## src/hdl/usb_hub_sie_consts.vh

```
// Operation
// - Packet-end flag sets on valid end of packet; write-1 clear or reset only.
// - Bus-activity flag sets on any up/downstream line activity; write-1 clear or reset.
// - Four enables gate frame-start, frame-end2, packet-end, bus-activity onto interrupt.
// - Valid bus reset sets bus-reset flag and issues internal system reset.
// - Bus-reset flag survives all but power-on reset; write-1 clear bit clears it.
// - Frame-lock flag sets when frame timer locks; write-1 clear or reset.
// - Each write-only clear bit clears its flag on 1, ignored on 0.
// - Module enable 0 ignores tokens, turns off regulator and transceiver.
// - Module enable once set is cleared only by power-on reset.
// - Seven-bit function address, read/write, matched against tokens, reset to zero.
// - Endpoint 0 transmit flag sets after data sent and host acknowledged.
// - Endpoint 0 receive flag sets after data packet received and acknowledged.
// - Transmit and receive interrupt enables gate endpoint 0 flags; reset clears both.
// - IN to endpoint 0 gets NAK when transmit disabled or transmit flag set.
// - OUT to endpoint 0 gets NAK when receive disabled or receive flag set.
// - Toggle bit selects DATA0 or DATA1 for next IN; never hardware toggled.
// - Stall bit forces STALL to IN/OUT; cleared by SETUP token or reset.
// - Four-bit byte count for next IN response; reset clears it.
// - Frame-start flag sets on valid start-of-frame packet identifier.
// - Frame-end2 flag sets ten bit times before expected next start of frame.
`ifndef USB_HUB_SIE_CONSTS_VH
`define USB_HUB_SIE_CONSTS_VH
`define OFS_TIMING_IRQ   4'h0
`define OFS_TIMING_STAT  4'h4
`define OFS_FUNC_ADDR    4'h8
`define OFS_EP0_IRQ      4'hC
`define OFS_EP0_CTRL     8'h10
`define IDX_EP0_CTRL     4'h4
// Timing interrupt register fields
`define BIT_FSTART_F     7
`define BIT_FEND2_F      6
`define BIT_PEND_F       5
`define BIT_ACT_F        4
`define BIT_FSTART_IE    3
`define BIT_FEND2_IE     2
`define BIT_PEND_IE      1
`define BIT_ACT_IE       0
// Timing status register fields
`define BIT_RST_F        7
`define BIT_LOCK_F       6
`define BIT_RST_CLR      5
`define BIT_LOCK_CLR     4
`define BIT_FSTART_CLR   3
`define BIT_FEND2_CLR    2
`define BIT_PEND_CLR     1
`define BIT_ACT_CLR      0
// Function address register
`define BIT_MOD_EN       7
// Endpoint 0 interrupt register
`define BIT_TX_F         7
`define BIT_RX_F         6
`define BIT_TX_IE        3
`define BIT_RX_IE        2
`define BIT_TX_CLR       1
`define BIT_RX_CLR       0
// Endpoint 0 control register
`define BIT_TOGGLE       7
`define BIT_STALL        6
`define BIT_TX_EN        5
`define BIT_RX_EN        4
// Handshake codes
`define HS_NONE          2'h0
`define HS_ACK           2'h1
`define HS_NAK           2'h2
`define HS_STALL         2'h3
`endif

```

## src/hdl/usb_hub_sie.v

```verilog
`timescale 1ns/100ps
`include "usb_hub_sie_consts.vh"
module usb_hub_sie (
    input  wire        clk,
    input  wire        resetn,
    input  wire        por_n,
    // Avalon-MM slave
    input  wire [5:0]  avs_address,
    input  wire        avs_read,
    input  wire        avs_write,
    input  wire [31:0] avs_writedata,
    input  wire [3:0]  avs_byteenable,
    output reg  [31:0] avs_readdata,
    output wire        avs_waitrequest,
    // Line events from the serial engine
    input  wire        packet_end_seen,
    input  wire        bus_activity_seen,
    input  wire        frame_start_seen,
    input  wire        frame_end2_point,
    input  wire        frame_lock_seen,
    input  wire        bus_reset_seen,
    // Token interface, hub endpoint 0
    input  wire        token_valid,
    input  wire [1:0]  token_kind,
    input  wire [6:0]  token_addr,
    input  wire [3:0]  token_endp,
    input  wire        tx_acked,
    input  wire        rx_acked,
    output reg  [1:0]  handshake,
    output reg         send_data,
    output reg         accept_data,
    output reg         data_pid_one,
    output reg  [3:0]  tx_byte_count,
    // System
    output wire        usb_irq,
    output reg         system_reset,
    output wire        regulator_output,
    output wire        transceiver_enable
);
    localparam [1:0] TOK_OUT   = 2'h0;
    localparam [1:0] TOK_IN    = 2'h1;
    localparam [1:0] TOK_SETUP = 2'h2;

    // ************************************************
    // Register state
    // ************************************************
    reg  [3:0] flags_reg;
    reg  [3:0] flags_next;
    reg  [3:0] fr_ie_reg;
    reg        rst_f_reg;
    reg        lock_f_reg;
    reg        mod_en_reg;
    reg  [6:0] addr_reg;
    reg        tx_f_reg;
    reg        rx_f_reg;
    reg        tx_ie_reg;
    reg        rx_ie_reg;
    reg        toggle_reg;
    reg        stall_reg;
    reg        tx_en_reg;
    reg        rx_en_reg;
    reg  [3:0] count_reg;
    reg        ack_reg;

    wire [3:0] word = avs_address[5:2];
    wire       wr = avs_write & avs_byteenable[0] & ~ack_reg;
    wire [7:0] wd = avs_writedata[7:0];
    wire       wr_ti = wr & (word == (`OFS_TIMING_IRQ >> 2));
    wire       wr_ts = wr & (word == (`OFS_TIMING_STAT >> 2));
    wire       wr_fa = wr & (word == (`OFS_FUNC_ADDR >> 2));
    wire       wr_ei = wr & (word == (`OFS_EP0_IRQ >> 2));
    wire       wr_ec = wr & (word == `IDX_EP0_CTRL);

    // One wait cycle, then acknowledge
    assign avs_waitrequest = (avs_read | avs_write) & ~ack_reg;

    wire for_ep0 = token_valid & mod_en_reg & (token_addr == addr_reg)
                   & (token_endp == 4'h0);
    wire setup_tok = for_ep0 & (token_kind == TOK_SETUP);
    // Only a transfer that really carried data may raise a done flag
    wire in_sent   = for_ep0 & (token_kind == TOK_IN) & ~stall_reg
                     & tx_en_reg & ~tx_f_reg;
    wire out_taken = for_ep0 & (token_kind == TOK_OUT) & ~stall_reg
                     & rx_en_reg & ~rx_f_reg;

    // ************************************************
    // Frame and packet event flags
    // ************************************************
    wire [3:0] ev = {frame_start_seen, frame_end2_point, packet_end_seen,
                     bus_activity_seen};
    wire [3:0] clr = wr_ts ? {wd[`BIT_FSTART_CLR], wd[`BIT_FEND2_CLR],
                              wd[`BIT_PEND_CLR], wd[`BIT_ACT_CLR]} : 4'h0;
    genvar g;
    generate
        for (g = 0; g < 4; g = g + 1) begin : g_flag
            always @* begin
                flags_next[g] = ev[g] | (flags_reg[g] & ~clr[g]);
            end
        end
    endgenerate

    always @(posedge clk) begin
        if (!resetn) begin
            flags_reg  <= 4'h0;
            fr_ie_reg  <= 4'h0;
            lock_f_reg <= 1'b0;
            addr_reg   <= 7'h00;
            tx_f_reg   <= 1'b0;
            rx_f_reg   <= 1'b0;
            tx_ie_reg  <= 1'b0;
            rx_ie_reg  <= 1'b0;
            toggle_reg <= 1'b0;
            stall_reg  <= 1'b0;
            tx_en_reg  <= 1'b0;
            rx_en_reg  <= 1'b0;
            count_reg  <= 4'h0;
            ack_reg    <= 1'b0;
        end else begin
            ack_reg   <= (avs_read | avs_write) & ~ack_reg;
            flags_reg <= flags_next;
            lock_f_reg <= frame_lock_seen
                          | (lock_f_reg & ~(wr_ts & wd[`BIT_LOCK_CLR]));
            if (wr_ti)
                fr_ie_reg <= wd[3:0];
            if (wr_fa)
                addr_reg <= wd[6:0];
            if (wr_ei) begin
                tx_ie_reg <= wd[`BIT_TX_IE];
                rx_ie_reg <= wd[`BIT_RX_IE];
            end
            tx_f_reg <= (in_sent & tx_acked)
                        | (tx_f_reg & ~(wr_ei & wd[`BIT_TX_CLR]));
            rx_f_reg <= (out_taken & rx_acked)
                        | (rx_f_reg & ~(wr_ei & wd[`BIT_RX_CLR]));
            if (wr_ec) begin
                toggle_reg <= wd[`BIT_TOGGLE];
                tx_en_reg  <= wd[`BIT_TX_EN];
                rx_en_reg  <= wd[`BIT_RX_EN];
                count_reg  <= wd[3:0];
            end
            if (setup_tok)
                stall_reg <= 1'b0;
            else if (wr_ec)
                stall_reg <= wd[`BIT_STALL];
        end
    end

    // ************************************************
    // Power-on-only state
    // ************************************************
    always @(posedge clk) begin
        if (!por_n) begin
            rst_f_reg  <= 1'b0;
            mod_en_reg <= 1'b0;
        end else begin
            rst_f_reg <= bus_reset_seen
                         | (rst_f_reg & ~(wr_ts & wd[`BIT_RST_CLR]));
            if (wr_fa & wd[`BIT_MOD_EN])
                mod_en_reg <= 1'b1;
        end
    end

    always @(posedge clk) begin
        if (!por_n)
            system_reset <= 1'b0;
        else
            system_reset <= bus_reset_seen;
    end

    assign regulator_output   = mod_en_reg;
    assign transceiver_enable = mod_en_reg;

    // ************************************************
    // Endpoint 0 handshake
    // ************************************************
    always @(posedge clk) begin
        if (!resetn) begin
            handshake     <= `HS_NONE;
            send_data     <= 1'b0;
            accept_data   <= 1'b0;
            data_pid_one  <= 1'b0;
            tx_byte_count <= 4'h0;
        end else begin
            handshake     <= `HS_NONE;
            send_data     <= 1'b0;
            accept_data   <= 1'b0;
            data_pid_one  <= toggle_reg;
            tx_byte_count <= count_reg;
            if (for_ep0) begin
                case (token_kind)
                    TOK_IN: begin
                        if (stall_reg)
                            handshake <= `HS_STALL;
                        else if (!tx_en_reg || tx_f_reg)
                            handshake <= `HS_NAK;
                        else
                            send_data <= 1'b1;
                    end
                    TOK_OUT: begin
                        if (stall_reg)
                            handshake <= `HS_STALL;
                        else if (!rx_en_reg || rx_f_reg)
                            handshake <= `HS_NAK;
                        else
                            accept_data <= 1'b1;
                    end
                    TOK_SETUP: accept_data <= 1'b1;
                    default: handshake <= `HS_NONE;
                endcase
            end
        end
    end

    // ************************************************
    // Interrupt and read-back
    // ************************************************
    assign usb_irq = |(flags_reg & fr_ie_reg) | (tx_f_reg & tx_ie_reg)
                     | (rx_f_reg & rx_ie_reg);

    always @(posedge clk) begin
        if (!resetn)
            avs_readdata <= 32'h0000_0000;
        else if (avs_read & ~ack_reg) begin
            case (word)
                (`OFS_TIMING_IRQ >> 2):
                    avs_readdata <= {24'h00_0000, flags_reg, fr_ie_reg};
                (`OFS_TIMING_STAT >> 2):
                    avs_readdata <= {24'h00_0000, rst_f_reg, lock_f_reg, 6'h00};
                (`OFS_FUNC_ADDR >> 2):
                    avs_readdata <= {24'h00_0000, mod_en_reg, addr_reg};
                (`OFS_EP0_IRQ >> 2):
                    avs_readdata <= {24'h00_0000, tx_f_reg, rx_f_reg, 2'h0,
                                     tx_ie_reg, rx_ie_reg, 2'h0};
                `IDX_EP0_CTRL:
                    avs_readdata <= {24'h00_0000, toggle_reg, stall_reg,
                                     tx_en_reg, rx_en_reg, count_reg};
                default: avs_readdata <= 32'h0000_0000;
            endcase
        end
    end
endmodule // usb_hub_sie

```

## config.mk

```make
export PLATFORM = sky130hd
export DESIGN_NAME = usb_hub_sie
export DESIGN_NICKNAME = d
export VERILOG_FILES = /design/src/hdl/usb_hub_sie.v
export VERILOG_INCLUDE_DIRS = /design/src /design/src/hdl
export SDC_FILE = /design/constraint.sdc
export NUM_CORES = 1
export LEC_CHECK = 0
export BUFFER_PORTS_ARGS = -buffer_cell sky130_fd_sc_hd__buf_2
export CAP_MARGIN = 10
export CORE_MARGIN = 3
export CORE_UTILIZATION = 39
export DETAILED_ROUTE_END_ITERATION = 12
export GPL_TIMING_DRIVEN = 0
export MAX_ROUTING_LAYER = met4
export PLACE_DENSITY = 0.83
export SYNTH_ARGS = -nofsm -noshare
export SYNTH_HDL_FRONTEND = slang
export SYNTH_SLANG_ARGS = --single-unit
```

## constraint.sdc

```tcl
create_clock -name clk -period 1.5 [get_ports clk]
set_input_delay 0.375 -clock clk [delete_from_list [all_inputs] [get_ports clk]]
set_output_delay 0.375 -clock clk [all_outputs]
set_load 0.05 [all_outputs]
```

Word-level counts from Yosys, hierarchy flattened:

Index checks and enable logic that the tools add are counted.
Widths: inputs -> output; s select.

* reductions and logical operators: 11
* muxes and demuxes: 11
* equal/unequal tests: 7
* bitwise operators: 65

Operators with widths (number)
* $pmux 8 s5: 1
* $and 1x1->1: 38
* $not 1->1: 15
* $or 1x1->1: 11
* $eq 4x2->1 const B: 2
* $logic_not 4->1: 2
* $mux 2: 4
* $reduce_or 4->1: 2
* $eq 7x7->1: 1
* $and 4x4->4: 1
* $eq 4x1->1 const B: 1
* $eq 4x3->1 const B: 1
* $mux 4: 1
* $pmux 2 s2: 1
* $mux 1: 3
* $eq 2x1->1 const B: 1
* $eq 2x2->1 const B: 1
* $logic_not 1->1: 2
* $logic_not 2->1: 1
* $logic_or 1x1->1: 2
* $pmux 1 s2: 1
* $reduce_and 2->1: 1
* $reduce_or 2->1: 1

* output and inout bits: 46
* input port bits: 69
* register bits: 73

Depth between registers and ports, before layout:

Gate-level depths: netlist of the first run.

* word-level depth: 9
* mapped depth: 5

Worst setup path before layout of the first run:

OpenSTA, ideal clock, no wires.

* path kind: in2reg
* start: input port avs_address[3]
* end: register stall_reg
* path slack: -0.003 ns
* stages: 5
* path buffers: 1
* data arrival time: 1.381 ns
* data required time: 1.378 ns
* cell sequence: nor3_4 and3_1 buf_6 mux2_1 o311a_1

* word-level cells in the longest chain between the ends: 2

RTL lines
* from (decl): RTL line usb_hub_sie.v:8 `input wire [5:0] avs_address,`
* $eq 4x3->1
* $and 1x1->1: RTL line usb_hub_sie.v:72 `` wire wr_ec = wr & (word == `IDX_EP0_CTRL); ``
* to (signal assigned): RTL line usb_hub_sie.v:144 `` stall_reg <= wd[`BIT_STALL]; ``
* to (decl): RTL line usb_hub_sie.v:59 `reg stall_reg;`

Every way passes these cells.
A chain may end at the register's enable or synchronous reset.

Worst setup path in the final report of the first run:

* start: register flags_reg[2]
* end: output port usb_irq

* word-level cells in the longest chain between the ends: 4

RTL lines
* from (decl): RTL line usb_hub_sie.v:47 `reg [3:0] flags_reg;`
* from (signal assigned): RTL line usb_hub_sie.v:120 `flags_reg <= flags_next;`
* $and 4x4->4: RTL line usb_hub_sie.v:217 `assign usb_irq = |(flags_reg & fr_ie_reg) | (tx_f_reg & tx_ie_reg)`
* $reduce_or 4->1: RTL line usb_hub_sie.v:217
* $or 1x1->1: RTL line usb_hub_sie.v:217
* $or 1x1->1: RTL line usb_hub_sie.v:218 `| (rx_f_reg & rx_ie_reg);`
* to (decl): RTL line usb_hub_sie.v:35 `output wire usb_irq,`

Every way passes these cells.

==> results of run 1 <==
## cell type report
| class | instances | area share [%] |
|---|---|---|
| multi-input cells | 183 | 41.6 |
| flip-flops and latches | 49 | 31.8 |
| repair buffers | 66 | 11.4 |
| plain buffers | 35 | 7.71 |
| well taps | 75 | 3.00 |
| clock buffers | 5 | 2.20 |
| inverters | 13 | 1.56 |
| clock inverters | 3 | 0.799 |
## cell families (layout without fill, tap and decap cells)
kind of cell	Yosys count	count (layout)	synth area share [%]
DFF	49	49	40.2
and+or+nand+nor	76	76	19.3
buffers and inverters	48	122	11.9
muxes	24	24	10.4
xor gates and xnor gates	6	6	2.15
other	1	24	0.154
AOI/OAI and AO/OA	53	53	15.9
## how the worst max path moves through the flow
stage | startpoint | end | slack (ns) | cells past startpoint
after floorplan | avs_address[5] | stall_reg$_SDFFE_PP0P_ | 0.02 | 5
after global placement | avs_address[5] | stall_reg$_SDFFE_PP0P_ | -0.25 | 6
after detailed placement | avs_address[5] | stall_reg$_SDFFE_PP0P_ | -0.32 | 6
after CTS | tx_f_reg$_SDFF_PN0_ | usb_irq | -0.07 | 3
after global routing | tx_ie_reg$_SDFFE_PN0P_ | usb_irq | -0.08 | 3
final | flags_reg[2]$_SDFF_PN0_ | usb_irq | -0.04 | 3
## cells in the final DEF, fill, tap and decap left out, types with 3 or more instances in the layout
cell type   n
o21ai_0    13
conb_1     24
nor2b_1    17
xor2_1      4
mux2i_1    13
nor2_1      5
mux2_2      9
a31oi_1     7
clkbuf_8    5
dfxtp_2     5
buf_4      32
buf_2      62
inv_1      12
dfxtp_1    42
a21boi_1    6
and2_1      7
a21oi_1     3
nand3_1    10
a22oi_1     6
nand2_1    17
nor3b_1     3
a22oi_2     3
clkbuf_1    4
## per-layer routing
| layer | wire length [um] | vias up | GRT usage (%) |
|---|---|---|---|
| met5 | 0 | - | - |
| met4 | 106 | 0 | 5.76 |
| met1 | 2650 | 1013 | 21.0 |
| met3 | 503 | 9 | 3.59 |
| li1 | - | 1057 | - |
| met2 | 3030 | 86 | 29.1 |
## power breakdown
group / switching (W) / leakage (nW) / internal [W] / total [W]
sequential: 0.0000161 / 0.401 / 0.00132 / 0.00133
clock: 0.000485 / 0.0447 / 0.000337 / 0.000823
combinational: 0.000293 / 0.975 / 0.000146 / 0.000440
total: 0.000795 / 1.42 / 0.00180 / 0.00259
## timing repair
| item | 4_1_cts | 5_1_grt |
|---|---|---|
| endpoints found under the setup margin | 9 | 10 |
| hold endpoints to repair | 0 | 0 |
| pin swaps | 5 | 9 |
| setup buffers | 1 | 5 |
| gates resized for setup | 9 | 13 |
## per-stage QoR
stage | worst slack [ns] | hold WS [ns]
6_report | -0.0370 | 0.272
5_1_grt | -0.0752 | 0.270
4_1_cts | -0.0683 | 0.277
3_5_place_dp | -0.324 | 0.446
3_3_place_gp | -0.253 | 0.439
2_1_floorplan | 0.0160 | 0.446
## worst max-delay path: stages, from the launching register on
cell	delay [ns]
dfxtp_1	0.35
a22oi_2	0.20
nand3_2	0.13
buf_8	0.17
==> results by group, run 1 <==
Hold path
  • Worst hold start: token_kind[0]
  • Hold endpoint: accept_data$_SDFF_PN0_
  • Worst Hold Class: in2reg
  • Worst hold path cell count: 2

Drt
  • Vias per Instance: 5.05
  • First-pass DRT Iterations: 4
  • DRC: 0
  • Final ANT Viol Nets: 0
  • Wirelength per Cell: 14.7 um
  • Vias: about 2200
  • Total Wirelength: 6290 um
  • DR iter-0 viols: between 100 and 150

Yosys
  • Seq/Total Area, Yosys: between 40% and 50%
  • Top FF cell, synth: dfxtp_1
  • Area fraction of the dominant cell type after synthesis: approximately two fifths
  • Post-Syn Area: approximately 0.0024 mm2
  • Top cells by area, synth: dfxtp_1, buf_4, mux2i_1
  • Syn avg cell area: between 9 and 10 um2
  • Asr flop ratio synth: 0%
  • Commonest cells post-synth: dfxtp_1, buf_4, nand2_1, nor2b_1
  • Post-synth EDFFs: 0
  • Synth Register Bits: just under 50
  • Largest area contributor in the synthesized netlist: dfxtp_1
  • Distinct cells, synth: 43
  • Most frequent cell after synthesis: dfxtp_1
  • Yosys warnings: 0
  • Post-synthesis cell count: roughly 260

Finish
  • Final Non-Filler Cells: 429
  • Sequential cell area: 995 um2
  • Area Overhead vs Synth: 28.4%
  • # nets final: approximately 420
  • Multi-input gate area: 0.00130 mm2
  • # fillers: 542
  • Final Cell Area: between 0.003 and 0.004 mm2
  • Max reg flops: 8
  • Layout Utilization: between 50% and 60%
  • Layout cells sized above 1: 39.3%
  • Diode count: 0

Setup path
  • Crit path DAT: approximately 1.2 ns
  • Worst r2r dst: tx_f_reg$_SDFF_PN0_
  • CP Capture Type: output port
  • CP required: 1.12 ns
  • Register-to-register setup slack: about 0.020 ns
  • Crit-path max FO: 3
  • R2r worst-path depth: 4
  • Crit path kind: reg2out
  • Setup crit start kind: register
  • RR Startpoint: addr_reg[6]$_SDFFE_PN0P_

GRT
  • GRT Overall Usage: between 10% and 20%
  • First-pass GRT wire length: between 9000 and 10000 um
  • Vias in the first global route: slightly above 2000
  • Total grt overflow: 0
  • Initial antenna violation count: 0
  • Largest net degree at the start of global routing: 18

Clocking
  • Longest Clk Path Bufs: 2
  • CTS tree: built
  • Cts bufs inserted: 5
  • CTS Hold Bufs: 0
  • Clock sink count: 49
  • Later-pin clock latency in the skew report: between 0.3 and 0.4 ns
  • Clock Tree Root: clkbuf_8
  • Clk slew on worst S/H paths: around 0.10 ns
  • H-tree depth: 2

Pwr
  • Total power: around 0.0026 W
  • Leakage: roughly 1.4 nW
  • Cell Pwr Density: about 830 mW/mm2
  • VDD IR-drop max: 0.454 mV

Status
  • Outcome: finished with violations
  • Failing checks: negative setup slack

STA
  • Final Skew: 0.0157 ns
  • Worst-margin pin slew: 0.592 ns
  • Pins over their slew limit: 0
  • Final period utilization: 102%
  • Post-route setup TNS: -0.0370 ns
  • Fin crit period: 1.54 ns
  • F_max: 0.651 GHz
  • Fin. Hold Viols: 0
  • Slew HR: about three fifths
  • Final Worst Setup Slack: -0.0370 ns
  • Final setup viols: 1
  • RSZ-0062 raised after global routing: true

Placement
  • DP Area: between 0.002 and 0.003 mm2
  • HPWL Detailed: around 4900 um
  • Placed insts: 415
  • PortBufs: 60
  • GPL Wtd Cong: slightly above 0.9

Floorplan
  • Die Span Y: between 80 and 90 um
  • Core ar.: ~0.0060 mm2
  • Die area: approximately 0.0072 mm2
  • # rows: 28
  • Die Wd: roughly 85 um
  • Initial core utilization: roughly two fifths
  • I/O pins: about 120

Run
  • MaxCap Viol Count: 0
Note: power is estimated with default switching activity, not from simulation.
==> run 2, diff against run 1 <==
--- a/config.mk
+++ b/config.mk
@@ -13,7 +13,8 @@
 export DETAILED_ROUTE_END_ITERATION = 12
 export GPL_TIMING_DRIVEN = 0
 export MAX_ROUTING_LAYER = met4
-export PLACE_DENSITY = 0.83
+export PLACE_DENSITY_LB_ADDON = 0.05
+export SLEW_MARGIN = 15
 export SYNTH_ARGS = -nofsm -noshare
 export SYNTH_HDL_FRONTEND = slang
 export SYNTH_SLANG_ARGS = --single-unit
==> results by group, run 2 (synthesized netlist as in run 1, its figures left out) <==
Clocking
  • H-tree depth: 2 (unchanged)
  • Clock sink count: 49 (unchanged)
  • Cts bufs inserted: 5 (unchanged)
  • CTS tree: built (unchanged)
  • Clock Tree Root: clkbuf_8 (unchanged)
  • Clk slew on worst S/H paths: 0.09 ns (was 0.10 ns)
  • Later-pin clock latency in the skew report: 0.30 ns (was 0.32 ns)
  • Longest Clk Path Bufs: 2 (unchanged)
  • CTS Hold Bufs: 0 (unchanged)

Drt
  • Wirelength per Cell: 14.8 um (was 14.7 um)
  • Total Wirelength: 6290 um (about the same)
  • First-pass DRT Iterations: 4 (unchanged)
  • DR iter-0 viols: 81 (was 141)
  • Final ANT Viol Nets: 0 (unchanged)
  • Vias: 2083 (was 2165)
  • Vias per Instance: 4.91 (was 5.05)
  • DRC: 0 (unchanged)

Pwr
  • Leakage: 1.39 nW (was 1.42 nW)
  • Sequential share of power: 52.3% (was 51.3%)
  • Clock share of power: 30.4% (was 31.7%)
  • Cell Pwr Density: 829 mW/mm2 (was 828 mW/mm2)
  • VDD IR-drop max: 0.445 mV (was 0.454 mV)
  • Sw frac: 29.9% (was 30.6%)
  • Cell-internal power: 0.00179 W (was 0.00180 W)
  • Switching pwr: 0.000763 W (was 0.000795 W)
  • Comb power frac: 17.4% (was 16.9%)

Finish
  • Layout cells sized above 1: 37.2% (was 39.3%)
  • # nets final: 417 (was 422)
  • Max reg flops: 8 (unchanged)
  • Layout Utilization: 51.3% (was 52.3%)
  • Most common cell after layout, fill and taps aside: buf_2 (unchanged)
  • Commonest non-fill, non-tap cells in the layout: buf_2, dfxtp_1, buf_4 (unchanged)
  • Diode count: 0 (unchanged)
  • Final Cell Area: 0.00308 mm2 (was 0.00313 mm2)
  • # fillers: 605 (was 542)
  • Area Overhead vs Synth: 26.1% (was 28.4%)

Floorplan
  • Die Span Y: 85.1 um (unchanged)
  • Die Wd: 85.1 um (unchanged)
  • I/O pins: 115 (unchanged)
  • Core ar.: 0.00599 mm2 (unchanged)
  • Initial core utilization: 40.7% (unchanged)
  • Die area: 0.00724 mm2 (unchanged)
  • # rows: 28 (unchanged)

Placement
  • DP Area: 0.00292 mm2 (unchanged)
  • PortBufs: 60 (unchanged)
  • Pre-CTS setup slack: -0.317 ns (was -0.324 ns)
  • HPWL Detailed: 4820 um (was 4860 um)
  • GPL Wtd Cong: 0.822 (was 0.919)

GRT
  • Total grt overflow: 0 (unchanged)
  • Initial antenna violation count: 0 (unchanged)
  • GRT Overall Usage: 18.4% (was 17.4%)
  • Vias in the first global route: 2038 (was 2072)
  • First-pass GRT wire length: 10100 um (was 9800 um)
  • Largest net degree at the start of global routing: 16 (was 18)

Hold path
  • Worst Hold Class: in2reg (unchanged)

Setup path
  • CP Capture Type: output port (unchanged)
  • Crit-path max FO: 4 (was 3)
  • Crit path kind: reg2out (unchanged)
  • CP required: 1.12 ns (about the same)
  • Crit path DAT: 1.16 ns (about the same)
  • Setup crit start kind: register (unchanged)

STA
  • RSZ-0062 raised after global routing: true (unchanged)
  • Worst-margin pin slew: 0.652 ns (was 0.592 ns)
  • F_max: 0.653 GHz (was 0.651 GHz)
  • Final Skew: 0.00561 ns (was 0.0157 ns)
  • Fin crit period: 1.53 ns (was 1.54 ns)
  • Slew HR: 56.4% (was 60.5%)
  • Final Worst Setup Slack: -0.0305 ns (was -0.0370 ns)
  • Hold_ws: 0.287 ns (was 0.272 ns)
  • Post-route setup TNS: -0.0524 ns (was -0.0370 ns)
  • Final period utilization: 102% (about the same)
  • Final setup viols: 2 (was 1)
  • Pins over their slew limit: 0 (unchanged)
  • Fin. Hold Viols: 0 (unchanged)

Status
  • Outcome: finished with violations (unchanged)
  • Failing checks: negative setup slack (unchanged)

Run
  • MaxCap Viol Count: 0 (unchanged)
[run 2: changes by cell type in the layout (fill, tap and decap cells not counted), moves of 2 or more]
cell and change:
clkinv_2 +2, a22oi_2 -2, buf_4 -4, a22oi_1 +2
[run 2: final cells by class]
cell class	instances	area [um2]	area share [%]
Buffer	35	245	7.97
Clock buffer	5	68.8	2.24
Clock inverter	3	17.5	0.570
Inverter	13	48.8	1.59
Multi-Input combinational cell	183	1300	42.1
Sequential cell	49	991	32.2
Tap cell	75	93.8	3.05
Timing Repair Buffer	61	314	10.2
[run 2: worst paths after layout]
check                                     from                      endpoint  slack, ns  depth (start not counted)
hold / removal                   token_kind[0]        accept_data$_SDFF_PN0_       0.29                          2
setup reg to reg      addr_reg[6]$_SDFFE_PN0P_           tx_f_reg$_SDFF_PN0_      -0.02                          4
setup / recovery           tx_f_reg$_SDFF_PN0_                       usb_irq      -0.03                          3
hold reg to reg   avs_readdata[6]$_SDFFE_PN0P_  avs_readdata[6]$_SDFFE_PN0P_       0.46                          2
[run 2: timing repair]
action,CTS,global route
cloned,0,0
buffers inserted,1,0
pin swaps,5,8
resized for setup,8,12
setup endpoints to repair,10,11
[run 2: power groups by stage]
stage                     registers [W]  clock network, W  logic [W]
after CTS                       0.00133          0.000794   0.000437
after global routing            0.00133          0.000850   0.000476
after detailed placement        0.00136                 0   0.000434
after global placement          0.00136                 0   0.000430
final                           0.00133          0.000774   0.000444
after floorplan                 0.00137                 0   0.000306
[run 2: routing by layer]
layer	vias up	track usage (%)	share of wire [%]
met2	59	30.5	48
met5	-	-	0
met3	9	3.59	6.0
li1	1031	-	-
met4	0	5.32	1.5
met1	984	22.6	44
[run 2: stage by stage]
step	power, W	std cells
6_report	0.00255	424
5_1_grt	0.00266	424
4_1_cts	0.00256	424
3_5_place_dp	0.00180	415
3_3_place_gp	0.00179	415
2_1_floorplan	0.00167	280
[run 2: worst max-delay path, cell delays in order, from the launching register on]
cell     delay [ns]
dfxtp_2        0.36
a22oi_1        0.19
nand3_1        0.13
buf_6          0.17
==> run 3, diff against run 2 <==
--- a/config.mk
+++ b/config.mk
@@ -14,6 +14,7 @@
 export GPL_TIMING_DRIVEN = 0
 export MAX_ROUTING_LAYER = met4
 export PLACE_DENSITY_LB_ADDON = 0.05
+export SETUP_SLACK_MARGIN = 0.3
 export SLEW_MARGIN = 15
 export SYNTH_ARGS = -nofsm -noshare
 export SYNTH_HDL_FRONTEND = slang
==> results by group, run 3 (synthesized netlist as in run 1, its figures left out) <==
Pwr
  • Cell Pwr Density: 707 mW/mm2 (was 829 mW/mm2)
  • VDD IR-drop max: 0.349 mV (was 0.445 mV)
  • Leakage: 1.62 nW (was 1.39 nW)

Setup path
  • CP required: 1.12 ns (about the same)
  • Crit path kind: reg2out (unchanged)
  • Setup crit start kind: register (unchanged)
  • Crit path DAT: 1.13 ns (was 1.16 ns)
  • Crit-path max FO: 3 (was 4)
  • CP Capture Type: output port (unchanged)

Drt
  • First-pass DRT Iterations: 4 (unchanged)
  • Wirelength per Cell: 15.0 um (was 14.8 um)
  • DR iter-0 viols: 54 (was 81)
  • Vias per Instance: 4.83 (was 4.91)
  • Total Wirelength: 6670 um (was 6290 um)
  • Vias: 2154 (was 2083)
  • DRC: 0 (unchanged)
  • Final ANT Viol Nets: 0 (unchanged)

STA
  • Final Skew: 0.00897 ns (was 0.00561 ns)
  • Pins over their slew limit: 0 (unchanged)
  • Hold_ws: 0.270 ns (was 0.287 ns)
  • Final Worst Setup Slack: -0.000149 ns (was -0.0305 ns)
  • F_max: 0.667 GHz (was 0.653 GHz)
  • Slew HR: 67.5% (was 56.4%)
  • Final period utilization: 100% (was 102%)
  • RSZ-0062 raised after global routing: true (unchanged)
  • Worst-margin pin slew: 0.481 ns (was 0.652 ns)
  • Final setup viols: 1 (was 2)
  • Fin. Hold Viols: 0 (unchanged)
  • Fin crit period: 1.50 ns (was 1.53 ns)

Finish
  • Commonest non-fill, non-tap cells in the layout: buf_2, buf_4, buf_6 (was buf_2, dfxtp_1, buf_4)
  • Area Overhead vs Synth: 53.7% (was 26.1%)
  • Max reg flops: 8 (unchanged)
  • Diode count: 0 (unchanged)
  • Most common cell after layout, fill and taps aside: buf_2 (unchanged)
  • Final Cell Area: 0.00375 mm2 (was 0.00308 mm2)
  • Layout cells sized above 1: 53.9% (was 37.2%)
  • Layout Utilization: 62.6% (was 51.3%)
  • # nets final: 440 (was 417)

Floorplan
  • I/O pins: 115 (unchanged)
  • Die Span Y: 85.1 um (unchanged)
  • Core ar.: 0.00599 mm2 (unchanged)
  • # rows: 28 (unchanged)
  • Die Wd: 85.1 um (unchanged)
  • Initial core utilization: 40.7% (unchanged)
  • Die area: 0.00724 mm2 (unchanged)

Clocking
  • Cts bufs inserted: 5 (unchanged)
  • H-tree depth: 2 (unchanged)
  • CTS Hold Bufs: 0 (unchanged)
  • Clock sink count: 49 (unchanged)
  • Clk slew on worst S/H paths: 0.09 ns (about the same)
  • CTS tree: built (unchanged)
  • Later-pin clock latency in the skew report: 0.31 ns (was 0.30 ns)
  • Clock Tree Root: clkbuf_8 (unchanged)
  • Longest Clk Path Bufs: 2 (unchanged)

Placement
  • GPL Wtd Cong: 0.776 (was 0.822)
  • DP Area: 0.00300 mm2 (was 0.00292 mm2)
  • Pre-CTS setup slack: -0.332 ns (was -0.317 ns)
  • HPWL Detailed: 4770 um (was 4820 um)
  • PortBufs: 60 (unchanged)

Status
  • Outcome: finished with violations (unchanged)
  • Failing checks: negative setup slack (unchanged)

Hold path
  • Worst Hold Class: in2reg (unchanged)

Run
  • MaxCap Viol Count: 0 (unchanged)

GRT
  • First-pass GRT wire length: 10400 um (was 10100 um)
  • Total grt overflow: 0 (unchanged)
  • M3 GR Usage: 3.98% (was 3.59%)
  • Global route hottest layer: met2 (unchanged)
  • GRT Overall Usage: 19.0% (was 18.4%)
  • Vias in the first global route: 2037 (was 2038)
  • Initial antenna violation count: 0 (unchanged)
  • Met1 usage: 24.0% (was 22.6%)
  • Met2 Use GR: 30.1% (was 30.5%)
  • Largest net degree at the start of global routing: 16 (unchanged)
## run 3: cell count changes in the layout (fill, tap and decap cells not counted), moves of 7 or more
cell,delta
buf_4,+7
buf_6,+27
dfxtp_2,+16
buf_8,+10
nand3_1,-9
nand3_2,+7
buf_2,-23
dfxtp_1,-19
## run 3: per-stage QoR
stage	power, W	std cells	TNS (ns)
after floorplan	0.00169	280	0
after global placement	0.00181	415	-2.54
after detailed placement	0.00181	415	-3.12
after CTS	0.00263	439	-0.0347
after global routing	0.00275	446	-0.232
final	0.00265	446	-0.000149
## run 3: worst paths after layout
kind | start | endpoint | slack (ns) | depth (start not counted)
worst max register to register | addr_reg[6]$_SDFFE_PN0P_ | handshake[0]$_SDFF_PN0_ | -0.0001 | 5
worst min register to register | avs_readdata[7]$_SDFFE_PN0P_ | avs_readdata[7]$_SDFFE_PN0P_ | 0.46 | 2
worst max-delay path | flags_reg[2]$_SDFF_PN0_ | usb_irq | -0.0001 | 3
worst min-delay path | token_kind[0] | accept_data$_SDFF_PN0_ | 0.27 | 2
## run 3: metal layers
| metal | vias to the layer above | wire length, um |
|---|---|---|
| met5 | - | 0 |
| met3 | 12 | 370 |
| li1 | 1084 | - |
| met4 | 0 | 128 |
| met2 | 66 | 3270 |
| met1 | 992 | 2900 |
## run 3: what timing repair did
action / in CTS / in global routing
setup endpoints to repair: 63 / 56
buffers inserted: 17 / 7
resized for setup: 97 / 36
pin swaps: 20 / 24
## run 3: worst max-delay path, stage by stage, from the launching register on
cell and delay [ns]:
dfxtp_2 0.34, a22oi_2 0.19, nand3_2 0.12, buf_8 0.16
## run 3: report_power, final
part | switching, W | leakage (nW) | total [W] | internal (W)
clock | 0.000456 | 0.0402 | 0.000778 | 0.000322
combinational | 0.000331 | 1.17 | 0.000542 | 0.000211
sequential | 0.0000171 | 0.410 | 0.00133 | 0.00131
total | 0.000805 | 1.62 | 0.00265 | 0.00185
## run 3: layout make-up
cell class,count,area [um2]
well taps,75,93.8
fillers,527,2240
multi-input cells,183,1490
clock inverters,2,16.3
clock buffers,5,68.8
flip-flops and latches,49,1020
inverters,13,48.8
plain buffers,35,277
repair buffers,84,729
